File: src/design/fpoc_pkg.sv
// shared constants and types of the flash program operation control
package fpoc_pkg;
  localparam int FPOC_OP_W = 4;
  localparam int FPOC_OP_LSB = 0;
  localparam int FPOC_WORD_W = 32;
  localparam int FPOC_NUM_WORDS = 4;
  localparam int FPOC_ROW_IW = 512;
  localparam int FPOC_PAGE_IW = 4096;
  localparam int FPOC_ROW_BYTES = 2048;
  localparam int FPOC_PAGE_BYTES = 16384;
  localparam int FPOC_PANEL_IW = 262144;
  localparam int FPOC_WORD_CYC = 4;
  localparam int FPOC_ERASE_STEP_CYC = 2;
  localparam logic [3:0] FPOC_OP_RST = 4'h0;
  localparam logic [31:0] FPOC_DATA_RST = 32'h0000_0000;

  typedef enum logic [3:0] {
    FPOC_OP_NOP = 4'h0,
    FPOC_OP_WORD = 4'h1,
    FPOC_OP_QUAD = 4'h2,
    FPOC_OP_ROW = 4'h3,
    FPOC_OP_PAGE = 4'h4,
    FPOC_OP_LOWER = 4'h5,
    FPOC_OP_UPPER = 4'h6,
    FPOC_OP_FULL = 4'h7
  } fpoc_op_e;

  typedef struct packed {
    logic start;
    logic erase;
    logic [31:0] count;
  } fpoc_job_s;
endpackage : fpoc_pkg

File: src/design/fpoc_counter.sv
// down counter that paces one operation to completion
`timescale 1ns/100ps
module fpoc_counter #(
  parameter int W = 32
) (
  input wire logic mclk_i, // system clock
  input wire logic srst_i, // sync reset
  input wire logic load_i, // load a new count
  input wire logic [W-1:0] count_i, // cycles to run
  output logic busy_o, // counting
  output logic done_o // pulse in the cycle after the last count
);
  logic [W-1:0] cnt_q;
  wire last = (cnt_q == {{(W-1){1'b0}}, 1'b1});

  always_ff @(posedge mclk_i) begin
    if (srst_i) begin
      cnt_q <= '0;
      done_o <= 1'b0;
    end else begin
      done_o <= busy_o & last;
      if (load_i) begin
        cnt_q <= count_i;
      end else if (busy_o) begin
        cnt_q <= cnt_q - {{(W-1){1'b0}}, 1'b1};
      end
    end
  end

  assign busy_o = (cnt_q != '0);
endmodule : fpoc_counter

File: src/design/fpoc_ctrl.sv
// operation select, write enable guard and data staging for the flash programmer
`timescale 1ns/100ps
module fpoc_ctrl
  import fpoc_pkg::*;
#(
  parameter int ROW_IW = FPOC_ROW_IW,
  parameter int PAGE_IW = FPOC_PAGE_IW,
  parameter int PANEL_IW = FPOC_PANEL_IW,
  parameter int WORD_CYC = FPOC_WORD_CYC,
  parameter int ERASE_STEP_CYC = FPOC_ERASE_STEP_CYC
) (
  input wire logic mclk_i, // system clock
  input wire logic srst_i, // sync reset
  input wire logic wen_wr_i, // write strobe for write enable bit
  input wire logic flash_write_enable_i, // write enable value
  input wire logic op_wr_i, // write strobe for op field
  input wire logic [3:0] flash_op_code_i, // op field value
  input wire logic data_wr_i, // data word write strobe
  input wire logic [1:0] data_idx_i, // data word index
  input wire logic [31:0] data_i, // data word value
  input wire logic start_i, // start selected operation
  output logic flash_write_enable_o, // write enable state
  output logic [3:0] flash_op_code_o, // selected op
  output logic [127:0] flash_write_data_words_o, // staged quad data
  output logic busy_o, // operation running
  output logic done_o, // completion pulse
  output logic start_rej_o, // start refused pulse
  output logic op_bad_o, // reserved op selected
  output logic pgm_o, // array program strobe held while busy
  output logic ers_o, // array erase strobe held while busy
  output logic [3:0] run_op_o // op being carried out
);
  // job states of the sequencer; code 2'b11 is never entered
  typedef enum logic [1:0] {
    FPOC_ST_IDLE = 2'b00,
    FPOC_ST_PROGRAM = 2'b01,
    FPOC_ST_ERASE = 2'b10
  } fpoc_state_e;

  logic [31:0] data_q [FPOC_NUM_WORDS];
  logic busy_w;
  logic done_w;
  logic load_w;
  logic [31:0] cnt_w;
  logic is_erase_w;
  logic is_valid_w;
  logic is_nop_w;
  logic u_cnt_last_w;
  logic [31:0] left_q;
  logic rej_w;
  logic op_take_w;
  logic data_take_w;
  logic [127:0] words_w;
  fpoc_job_s job_w;
  fpoc_state_e state_q;
  fpoc_state_e state_d;

  // cycle budget per op; reserved codes fall back to zero and never start
  always_comb begin
    cnt_w = 32'h0000_0000;
    is_erase_w = 1'b0;
    is_valid_w = 1'b1;
    unique case (flash_op_code_o)
      FPOC_OP_NOP: cnt_w = 32'h0000_0000;
      FPOC_OP_WORD: cnt_w = 32'(WORD_CYC);
      FPOC_OP_QUAD: cnt_w = 32'(WORD_CYC * FPOC_NUM_WORDS);
      FPOC_OP_ROW: cnt_w = 32'(WORD_CYC * ROW_IW);
      FPOC_OP_PAGE: begin
        cnt_w = 32'(ERASE_STEP_CYC * PAGE_IW);
        is_erase_w = 1'b1;
      end
      FPOC_OP_LOWER, FPOC_OP_UPPER: begin
        cnt_w = 32'(ERASE_STEP_CYC * PANEL_IW);
        is_erase_w = 1'b1;
      end
      FPOC_OP_FULL: begin
        cnt_w = 32'(2 * ERASE_STEP_CYC * PANEL_IW);
        is_erase_w = 1'b1;
      end
      default: is_valid_w = 1'b0;
    endcase
  end

  assign is_nop_w = (flash_op_code_o == FPOC_OP_NOP);
  // nop and reserved codes do nothing; busy rejects
  assign load_w = start_i & ~busy_w & is_valid_w & ~is_nop_w;
  // a start while running is reported, never queued
  assign rej_w = start_i & busy_w;
  assign op_take_w = op_wr_i & flash_write_enable_o & ~busy_w;
  assign data_take_w = data_wr_i & ~busy_w;
  assign words_w = {data_q[3], data_q[2], data_q[1], data_q[0]};
  assign job_w = '{start: load_w, erase: is_erase_w, count: cnt_w};

  fpoc_counter #(
    .W(32)
  ) u_cnt (
    .mclk_i(mclk_i),
    .srst_i(srst_i),
    .load_i(job_w.start),
    .count_i(job_w.count),
    .busy_o(busy_w),
    .done_o(done_w)
  );

  always_ff @(posedge mclk_i) begin
    if (srst_i) begin
      flash_write_enable_o <= 1'b0;
      flash_op_code_o <= FPOC_OP_RST;
    end else begin
      if (wen_wr_i) begin
        flash_write_enable_o <= flash_write_enable_i;
      end
      // op is frozen while running so the job cannot change under it
      if (op_take_w) begin
        flash_op_code_o <= flash_op_code_i;
      end
    end
  end

  always_ff @(posedge mclk_i) begin
    if (srst_i) begin
      for (int i = 0; i < FPOC_NUM_WORDS; i++) begin
        data_q[i] <= FPOC_DATA_RST;
      end
    end else if (data_take_w) begin
      data_q[data_idx_i] <= data_i;
    end
  end

  // the op field is frozen while busy, so the job kind cannot change mid-job
  always_comb begin
    state_d = state_q;
    unique case (state_q)
      FPOC_ST_IDLE: begin
        if (job_w.start) begin
          if (job_w.erase) begin
            state_d = FPOC_ST_ERASE;
          end else begin
            state_d = FPOC_ST_PROGRAM;
          end
        end
      end
      FPOC_ST_PROGRAM, FPOC_ST_ERASE: begin
        if (u_cnt_last_w) begin
          state_d = FPOC_ST_IDLE;
        end
      end
      default: state_d = FPOC_ST_IDLE;
    endcase
  end

  always_ff @(posedge mclk_i) begin
    if (srst_i) begin
      state_q <= FPOC_ST_IDLE;
    end else begin
      state_q <= state_d;
    end
  end

  always_ff @(posedge mclk_i) begin
    if (srst_i) begin
      flash_write_data_words_o <= '0;
    end else begin
      flash_write_data_words_o <= words_w;
    end
  end

  // status pulses and flags, registered so the ports come straight from flops
  always_ff @(posedge mclk_i) begin
    if (srst_i) begin
      done_o <= 1'b0;
      start_rej_o <= 1'b0;
      op_bad_o <= 1'b0;
    end else begin
      done_o <= done_w;
      start_rej_o <= rej_w;
      op_bad_o <= ~is_valid_w;
    end
  end

  always_ff @(posedge mclk_i) begin
    if (srst_i) begin
      busy_o <= 1'b0;
      pgm_o <= 1'b0;
      ers_o <= 1'b0;
    end else begin
      busy_o <= (state_d != FPOC_ST_IDLE);
      pgm_o <= (state_d == FPOC_ST_PROGRAM);
      ers_o <= (state_d == FPOC_ST_ERASE);
    end
  end

  always_ff @(posedge mclk_i) begin
    if (srst_i) begin
      run_op_o <= FPOC_OP_RST;
    end else if (job_w.start) begin
      run_op_o <= flash_op_code_o;
    end
  end

  // mirror of the pacing counter, so the last cycle is known one edge early
  always_ff @(posedge mclk_i) begin
    if (srst_i) begin
      left_q <= 32'h0000_0000;
    end else if (load_w) begin
      left_q <= cnt_w;
    end else if (left_q != 32'h0000_0000) begin
      left_q <= left_q - 32'h0000_0001;
    end
  end
  assign u_cnt_last_w = (left_q == 32'h0000_0001);
endmodule : fpoc_ctrl

File: config.mk
export PLATFORM = sky130hd
export DESIGN_NAME = fpoc_ctrl
export DESIGN_NICKNAME = d
export VERILOG_FILES = /design/src/design/fpoc_pkg.sv /design/src/design/fpoc_counter.sv /design/src/design/fpoc_ctrl.sv
export SDC_FILE = /design/constraint.sdc
export NUM_CORES = 1
export LEC_CHECK = 0
export ABC_AREA = 1
export BUFFER_PORTS_ARGS = -buffer_cell sky130_fd_sc_hd__buf_2
export CORE_MARGIN = 1.5
export CORE_UTILIZATION = 45
export DETAILED_ROUTE_END_ITERATION = 6
export PLACE_DENSITY = 0.65
export SLEW_MARGIN = 20
export SYNTH_ARGS = -nofsm -noshare
export SYNTH_HDL_FRONTEND = slang
export SYNTH_SLANG_ARGS = --single-unit
export TNS_END_PERCENT = 30
File: constraint.sdc
create_clock -name mclk_i -period 13.1 [get_ports mclk_i]
set_clock_uncertainty 0.15 [all_clocks]
set_input_delay 1.31 -clock mclk_i [delete_from_list [all_inputs] [get_ports mclk_i]]
set_output_delay 1.31 -clock mclk_i [all_outputs]
set_load 0.005 [all_outputs]
==> summary.txt, run 1 <==
Floorplan
  • Boundary pin count: 188
  • Die area: 29600 um^2
  • Die W: 172 um
  • Starting Density: 0.460
  • Core area: 28000 um^2
  • Row cnt: 61
  • Die Y: 172 um

Yosys
  • Cell accounting for the most synthesized area: dfxtp_1
  • Post-synthesis register bit count: 338
  • Synth area leaders: dfxtp_1 (33%), edfxtp_1 (30%), nor2_1 (11%)
  • Most common library cells after synthesis: nor2_1 (390), inv_1 (220), dfxtp_1 (210)
  • Syn Area/Cell: 9.33 um^2
  • Primary FF master, synth: dfxtp_1
  • Sequential cell area fraction in the yosys report: 0.625
  • Ys async rst share: 0
  • Post-Syn Nets: 1434
  • Cell Area, Synth: 12900 um^2
  • Synth top area share: 0.326
  • Top-count cell post-synth: nor2_1
  • Number of synthesized flops with an enable pin: 128
  • Netlist cell types: 43
  • Mapped Cells: 1381
  • Yosys warns: 0

Timing
  • Max Slew Vio Count: 0
  • Final WS setup: 8.75 ns
  • Final Hold Violating Endpoints: 0
  • Fmax: 230 MHz
  • Final setup viols: 0
  • Slew @ Worst Pin: 1.05 ns
  • Sum of negative setup slack: 0 ns
  • Fin crit share: 0.332
  • Max_slew headroom: 0.297
  • RSZ-0062 raised after global routing: false
  • Final min period: 4.35 ns
  • Min Hold Slack: 0.261 ns

Clock tree
  • # resized after CTS: 0
  • H-tree levels: 2
  • Clk_lat worst skew: 0.52 ns
  • Hold_buf cts: 0
  • Setup Fix Bufs, Post-CTS: 0
  • Clk pin slew, worst setup/hold paths: 0.06 ns
  • CTS tree: done
  • Sink Count: 338
  • Total CTS buffers: 36
  • Clk buf depth: 3
  • CTS root buf: clkbuf_16

Route
  • DR vias: 9211
  • Vias per cell: 4.67
  • Wire per inst: 14.5 um
  • Post-DRT Antenna Nets: 0
  • DR pass1 iterations: 5
  • WL final: 28600 um
  • Starting DRT DRC Count: 572
  • Remaining DRCs: 0

Outcome
  • Status: finished, final reports clean

Placed design
  • IO Port Bufs: 187
  • Setup WS pre-CTS: 8.15 ns
  • Cell count after placement: 1907
  • Hpwl dp: 19700 um
  • Routability Congestion: 0.902

Critical path
  • Crit-path max FO: 71
  • Worst setup SP type: primary input
  • Worst endpoint required time: 13.19 ns
  • Setup CP Type: primary input to flop
  • Critical path data arrival time: 4.44 ns
  • Crit path capture type: flop
  • FF-to-FF setup slack: 9.37 ns

Pwr
  • VDD IR max: 0.174 mV
  • Leakage power: 7.25 nW
  • Tot Pwr: 3.39 mW
  • P per Cell Area: 222 nW/um^2

Finish
  • Antenna cell count: 0
  • Final #Nets: 1620
  • Final std cells w/o fill: 1972
  • Area grow syn2layout: 18.7%
  • Multi-input combinational cell area: 3730 um^2
  • Filler cells: 2551
  • Layout cell share with drive strength beyond 1: 0.191
  • Register Area: 8050 um^2

Global routing
  • Vias in the first global route: 8555
  • Largest net degree at the start of global routing: 92
  • First-pass GRT wire length: 44400 um
  • Initial antenna violation count: 0
  • Grt ovf: 0
  • Total track usage: 0.193

Run
  • MaxCap Viol Count: 0

Worst hold path
  • Worst hold path class: flop to flop
[layout by cell type, fill, tap and decap left out, types with 4 or more instances in the layout]
master     Yosys  layout
nand2_1      134     133
xor2_1        15      15
clkbuf_1      21      10
nor3_2        22      22
buf_4          0       6
inv_1        220     220
a21oi_1       25      25
a211oi_1       6       6
o21ai_0       19      18
nor2_4         4       4
nand3_2        4       4
clkbuf_8       0       8
nor3_1        19      19
nor2_1       390     390
nor2_2        10      10
clkbuf_16      0      36
edfxtp_1     128     128
nand2_2        3       4
buf_2          9     186
nand3_1       46      46
nand3b_1       8       8
clkinv_2       0       4
dfxtp_1      210     210
ha_1           8       8
xnor2_1       11      11
nand4_1       24      24
[critical path, cell delays in order]
cell and delay [ns]:
buf_4 0.57, inv_1 0.45, nand3_2 0.17, buf_4 0.67, nor2_4 0.09, nand2_4 0.35
nand2_1 0.39, buf_4 0.37
[through the flow]
stage / cell area, um^2 / utilization
2_1_floorplan: 12900 / -
3_3_place_gp: 14100 / 0.502
3_5_place_dp: 14100 / 0.503
4_1_cts: 15300 / 0.546
5_1_grt: 15300 / 0.546
6_report: 15300 / 0.546
[final timing paths]
check | startpoint | endpoint | depth (start not counted)
setup / recovery | srst_i | data_q[0][23] | 8
hold / removal | u_cnt.done_o | done_o | 2
setup reg to reg | u_cnt.cnt_q[0] | data_q[0][23] | 12
hold reg to reg | u_cnt.done_o | done_o | 2
[sequential cells by signal, indices dropped and copies added, names as in the netlist, 2 cells and up]
name and cells:
state_q 2, data_q 128, flash_write_data_words_o 128, left_q 32, run_op_o 4, flash_op_code_o 4, u_cnt.cnt_q 32
[cell families (layout without fill, tap and decap cells)]
| kind of cell | Yosys count | after routing | synth area share |
|---|---|---|---|
| AND/OR/NAND/NOR | 676 | 676 | 0.232 |
| flip-flops | 338 | 338 | 0.625 |
| buffers and inverters | 269 | 482 | 0.0868 |
| AO/OA/AOI/OAI | 64 | 64 | 0.0304 |
| XOR/XNOR | 26 | 26 | 0.0177 |
| adder cells (fa/ha/maj) | 8 | 8 | 0.00777 |
[metal layers]
layer / wire, um / vias to the layer above / part of all wire / global-route usage
li1: - / 4667 / - / -
met1: 12900 / 4244 / 0.45 / 0.253
met2: 13600 / 255 / 0.47 / 0.327
met3: 1540 / 45 / 0.054 / 0.0330
met4: 644 / 0 / 0.022 / 0.0601
met5: 0 / - / 0 / 0
[where the power goes]
| group | switching (mW) | internal, mW |
|---|---|---|
| sequential | 0.101 | 1.23 |
| clock | 0.408 | 0.598 |
| combinational | 0.701 | 0.359 |
| total | 1.21 | 2.18 |
[area by class of cell]
cell class	count	share of cell area
flip-flops and latches	338	0.527
multi-input cells	774	0.244
clock buffers	54	0.0686
repair buffers	193	0.0657
inverters	224	0.0550
well taps	378	0.0309
clock inverters	11	0.00892
Note: power is estimated with default switching activity, not from simulation.
==> run 2, diff against run 1 <==
PLACE_DENSITY = 0.68   (was 0.65)
clock period = 3.6 ns   (was 13.1 ns; I/O delays follow)
==> run 2 against run 1 <==
Effect of this change:
- via count up 0.68%
- critical endpoint is now data_q[1][21]
- critical path depth up 3
- clock-buffer cell count up 2
- worst setup slack worse by 8.1 ns
- largest cell class unchanged
==> summary.txt, run 2 (same netlist as run 1, synthesis figures left out) <==
Route
  • Wire per inst: 14.6 um
  • DR vias: 9274
  • Starting DRT DRC Count: 651
  • Vias per cell: 4.67
  • Post-DRT Antenna Nets: 0
  • WL final: 29000 um
  • DR pass1 iterations: 4
  • Remaining DRCs: 0

Critical path
  • Setup CP Type: flop to flop
  • Worst R2R Path Depth: 11
  • Buf/Inv on CP: 2
  • Top delay family on crit path: simple AND/OR/NAND/NOR gates
  • Crit-path max cell delay: 0.45 ns
  • Critical register-to-register path endpoint: data_q[1][21]
  • Crit-path max FO: 32
  • FF-to-FF setup slack: 0.70 ns
  • CP max stage cell: buf_4
  • Worst endpoint required time: 3.60 ns
  • Critical-path cell list: inv_1, ha_1, nand2_1, nor2_2, nand2_2, nor2_4, nand3_2, nor2_4, nand2_4, nand2_1, buf_4
  • Worst setup SP type: flop
  • Worst R2R Start: u_cnt.cnt_q[0]
  • Crit path capture type: flop
  • Critical path data arrival time: 2.90 ns

Timing
  • RSZ-0062 raised after global routing: false
  • Fmax: 344 MHz
  • Final setup viols: 0
  • Max_slew headroom: 0.327
  • Sum of negative setup slack: 0 ns
  • Slew @ Worst Pin: 1.00 ns
  • Max Slew Vio Count: 0
  • Final min period: 2.90 ns
  • Fin crit share: 0.806
  • Final Hold Violating Endpoints: 0

Finish
  • Largest regs: data_q (128), flash_write_data_words_o (128)
  • Final core utilization: 0.549
  • Antenna cell count: 0
  • Register Area: 8050 um^2
  • Most frequent cells in the layout: nor2_1 (390), inv_1 (220), dfxtp_1 (210)
  • Final #Nets: 1633
  • Layout cell share with drive strength beyond 1: 0.192
  • Commonest non-fill, non-tap cell in the layout: nor2_1
  • Area grow syn2layout: 19.3%
  • Multi-input combinational cell area: 3730 um^2
  • Filler cells: 2508

Clock tree
  • Clk_lat worst skew: 0.51 ns
  • Sink Count: 338
  • Total CTS buffers: 36
  • CTS tree: done
  • H-tree levels: 2
  • CTS root buf: clkbuf_16
  • Clk pin slew, worst setup/hold paths: 0.06 ns
  • Setup Fix Bufs, Post-CTS: 0
  • Clk buf depth: 3

Floorplan
  • Core area: 28000 um^2
  • Die W: 172 um
  • Die Y: 172 um
  • Starting Density: 0.460
  • Row cnt: 61
  • Die area: 29600 um^2
  • Boundary pin count: 188

Pwr
  • Leakage power: 7.29 nW
  • VDD IR max: 0.436 mV
  • P per Cell Area: 803 nW/um^2

Global routing
  • Total track usage: 0.199
  • Largest net degree at the start of global routing: 75
  • First-pass GRT wire length: 45800 um
  • Grt ovf: 0
  • Initial antenna violation count: 0
  • Vias in the first global route: 9009

Worst hold path
  • Worst hold path class: primary input to flop
  • Hold Path End: data_q[0][1]
  • Worst Hold Launch: data_i[1]
  • Hold Path Depth: 3

Run
  • MaxCap Viol Count: 0

Placed design
  • IO Port Bufs: 187
  • Routability Congestion: 0.883
  • Hpwl dp: 19900 um

Outcome
  • Status: finished, final reports clean
run 2: cell types whose count changed in the layout (fill, tap and decap cells not counted), moves of 2 or more:
| cell | previous run | this run |
|---|---|---|
| dlygate4sd3_1 | 0 | 6 |
| buf_4 | 6 | 14 |
| clkinv_1 | 2 | 4 |
| clkbuf_1 | 10 | 13 |
| clkbuf_8 | 8 | 4 |
| clkbuf_16 | 36 | 39 |
run 2: how the worst max path moves through the flow:
stage                     to  slack [ns]  cells after the start           start
6_report       data_q[1][21]        0.70                     11  u_cnt.cnt_q[0]
5_1_grt        data_q[1][30]        0.54                     11  u_cnt.cnt_q[0]
4_1_cts        data_q[1][21]        0.68                     11  u_cnt.cnt_q[0]
3_5_place_dp   data_q[1][25]        0.69                     11  u_cnt.cnt_q[0]
3_3_place_gp   data_q[1][24]        0.79                     11  u_cnt.cnt_q[0]
2_1_floorplan   data_q[2][0]        0.26                      9  u_cnt.cnt_q[0]
run 2: area by class of cell:
cell class                 instances  area share
sequential                       338       0.524
tap                              378      0.0308
multi-input combinational        774       0.243
clock inverter                    10     0.00635
clock buffer                      56      0.0703
timing repair buffer             206      0.0713
inverter                         224      0.0547
run 2: per-stage QoR:
step	hold WS, ns	total power [mW]	worst slack [ns]	area (um^2)	cells
global route	0.0537	13.2	0.535	15400	1986
finish	0.0557	12.3	0.697	15400	1986
global placement	0.241	8.76	0.788	14100	1914
detailed placement	0.246	8.78	0.687	14100	1914
floorplan	0.238	7.84	0.257	12900	1381
CTS	0.0384	12.4	0.678	15400	1986
run 2: metal layers:
layer	global-route usage	vias to the layer above	wire [um]
li1	-	4706	-
met1	0.254	4287	12800
met2	0.343	232	14200
met3	0.0334	49	1430
met4	0.0639	0	607
met5	0	-	0
run 2: report_power, final:
part | leakage (nW) | switching [mW] | internal [mW]
logic | 3.67 | 2.61 | 1.31
clock network | 0.573 | 1.45 | 2.15
registers | 3.05 | 0.354 | 4.46
total | 7.29 | 4.42 | 7.93
run 2: timing repair:
item | in CTS | in global routing
resized for setup | 0 | 0
endpoints found under the hold margin | 5 | 0
hold buffers | 6 | 0
run 2: worst min-delay path, cell delays in order:
cell	delay (ns)
buf_2	0.08
inv_1	0.07
nor2_1	0.10
==> run 3, diff against run 2 <==
PLACE_DENSITY = 0.65   (was 0.68)
clock period = 2.9 ns   (was 3.6 ns; I/O delays follow)
==> run 3 against run 2 <==
Effect of this change:
- non-clock buffer count increased by 22
- final area increased by 1.9%
- sequential power increased by 24%
- global-route usage increased by 0.47 points
- critical endpoint is now data_q[0][4]
- largest cell class unchanged
- highest routed layer unchanged
==> summary.txt, run 3 (same netlist as run 1, synthesis figures left out) <==
Clock tree
  • Sink Count: 338
  • # resized after CTS: 0
  • Total CTS buffers: 35
  • Hold_buf cts: 26
  • CTS tree: done
  • Clk_lat worst skew: 0.52 ns
  • Setup Fix Bufs, Post-CTS: 0
  • CTS root buf: clkbuf_16
  • H-tree levels: 2
  • Clk buf depth: 3
  • Clk pin slew, worst setup/hold paths: 0.06 ns

Critical path
  • Crit path capture type: flop
  • Worst R2R Path Depth: 11
  • Critical register-to-register path endpoint: data_q[0][4]
  • FF-to-FF setup slack: 0.47 ns
  • Worst R2R Start: u_cnt.cnt_q[0]
  • Critical path data arrival time: 2.48 ns
  • Crit-path max FO: 32
  • Setup CP Type: flop to flop
  • Worst setup SP type: flop
  • Worst endpoint required time: 2.96 ns

Floorplan
  • Core area: 28000 um^2
  • Boundary pin count: 188
  • Row cnt: 61
  • Starting Density: 0.460
  • Die W: 172 um
  • Die Y: 172 um
  • Die area: 29600 um^2

Finish
  • Post-layout instance area: 15700 um^2
  • Most frequent cells in the layout: nor2_1 (390), inv_1 (220), dfxtp_1 (210)
  • Largest regs: data_q (128), flash_write_data_words_o (128)
  • Commonest non-fill, non-tap cell in the layout: nor2_1
  • Area grow syn2layout: 21.6%
  • Layout cell share with drive strength beyond 1: 0.194
  • Final #Nets: 1654
  • Antenna cell count: 0

Global routing
  • First-pass GRT wire length: 46900 um
  • Total track usage: 0.204
  • Largest net degree at the start of global routing: 161
  • Initial antenna violation count: 0
  • Vias in the first global route: 9109
  • Grt ovf: 0

Pwr
  • VDD IR max: 0.607 mV
  • Combinational group share of total power: 0.320
  • Internal power: 9.93 mW
  • P per Cell Area: 988 nW/um^2
  • Switching Fraction: 0.358
  • Flop pwr share: 0.387
  • Switching pwr: 5.54 mW
  • Leakage power: 7.41 nW
  • Clock power frac: 0.293

Route
  • Post-DRT Antenna Nets: 0
  • Starting DRT DRC Count: 634
  • Wire per inst: 14.9 um
  • Remaining DRCs: 0
  • DR pass1 iterations: 5
  • Vias per cell: 4.70
  • DR vias: 9438
  • WL final: 29800 um

Timing
  • Final Hold Violating Endpoints: 0
  • Fmax: 412 MHz
  • Min Hold Slack: 0.0150 ns
  • Sum of negative setup slack: 0 ns
  • Max_slew headroom: 0.262
  • Slew @ Worst Pin: 1.10 ns
  • Max Slew Vio Count: 0
  • RSZ-0062 raised after global routing: false
  • Final min period: 2.43 ns
  • Fin crit share: 0.837
  • Final setup viols: 0

Run
  • MaxCap Viol Count: 0

Worst hold path
  • Hold Path Depth: 3
  • Worst hold path class: primary input to flop
  • Hold Path End: data_q[1][0]
  • Worst Hold Launch: data_i[0]

Placed design
  • Area after DPL: 14200 um^2
  • Hpwl dp: 20400 um
  • IO Port Bufs: 187
  • Routability Congestion: 0.877

Outcome
  • Status: finished, final reports clean
==> run 3: cell types whose count changed in the layout (fill, tap and decap cells not counted), sizes merged <==
| cell | before | now |
|---|---|---|
| inv | 223 | 224 |
| clkinv | 10 | 3 |
| buf | 200 | 202 |
| dlygate4sd3 | 6 | 26 |
| clkinvlp | 0 | 1 |
| clkbuf | 56 | 59 |
==> run 3: final cells by class <==
class                      instances  area, um^2
inverter                         224         841
tap                              378         473
sequential                       338        8050
clock buffer                      59        1120
multi-input combinational        774        3750
fill                            2500       12400
clock inverter                     5        67.6
timing repair buffer             228        1360
==> run 3: stage by stage <==
stage               cells  total power, mW  setup slack, ns   util
detailed placement   1916             10.9            0.478  0.507
CTS                  2006             15.5            0.479  0.559
finish               2006             15.5            0.472  0.559
floorplan            1381             9.73            0.169      -
global placement     1916             10.9            0.517  0.507
global route         2006             16.5            0.274  0.559
==> run 3: worst max-delay path by stage <==
stage / from / end
global route: u_cnt.cnt_q[22] / left_q[4]
floorplan: u_cnt.cnt_q[0] / data_q[2][0]
detailed placement: u_cnt.cnt_q[0] / data_q[1][13]
finish: u_cnt.cnt_q[0] / data_q[0][4]
global placement: u_cnt.cnt_q[0] / data_q[0][2]
CTS: u_cnt.cnt_q[0] / data_q[1][13]
==> run 3: worst max-delay path, cell delays in order, from the launching register on <==
cell and delay (ns):
dfxtp_1 0.33, inv_1 0.14, ha_1 0.16, nand2_1 0.06, nor2_2 0.14, nand2_2 0.08, nor2_4 0.33, nand3_4 0.17
nor2_4 0.18, nand2_4 0.06, nand2_2 0.07, buf_12 0.21
==> run 3: layer usage <==
metal  vias up  wire length (um)  GRT usage
li1       4747                 -          -
met1      4349             13900      0.276
met2       286             13600      0.331
met3        56              1530     0.0352
met4         0               828     0.0699
met5         -                 0          0
==> run 3: power by group through the flow <==
stage / Clock (mW) / Sequential, mW / Combinational [mW]
after detailed placement: 0 / 6.08 / 4.86
after global routing: 4.81 / 6.06 / 5.62
after global placement: 0 / 6.07 / 4.79
final: 4.53 / 5.99 / 4.96
after CTS: 4.62 / 5.98 / 4.91
after floorplan: 0 / 5.98 / 3.75
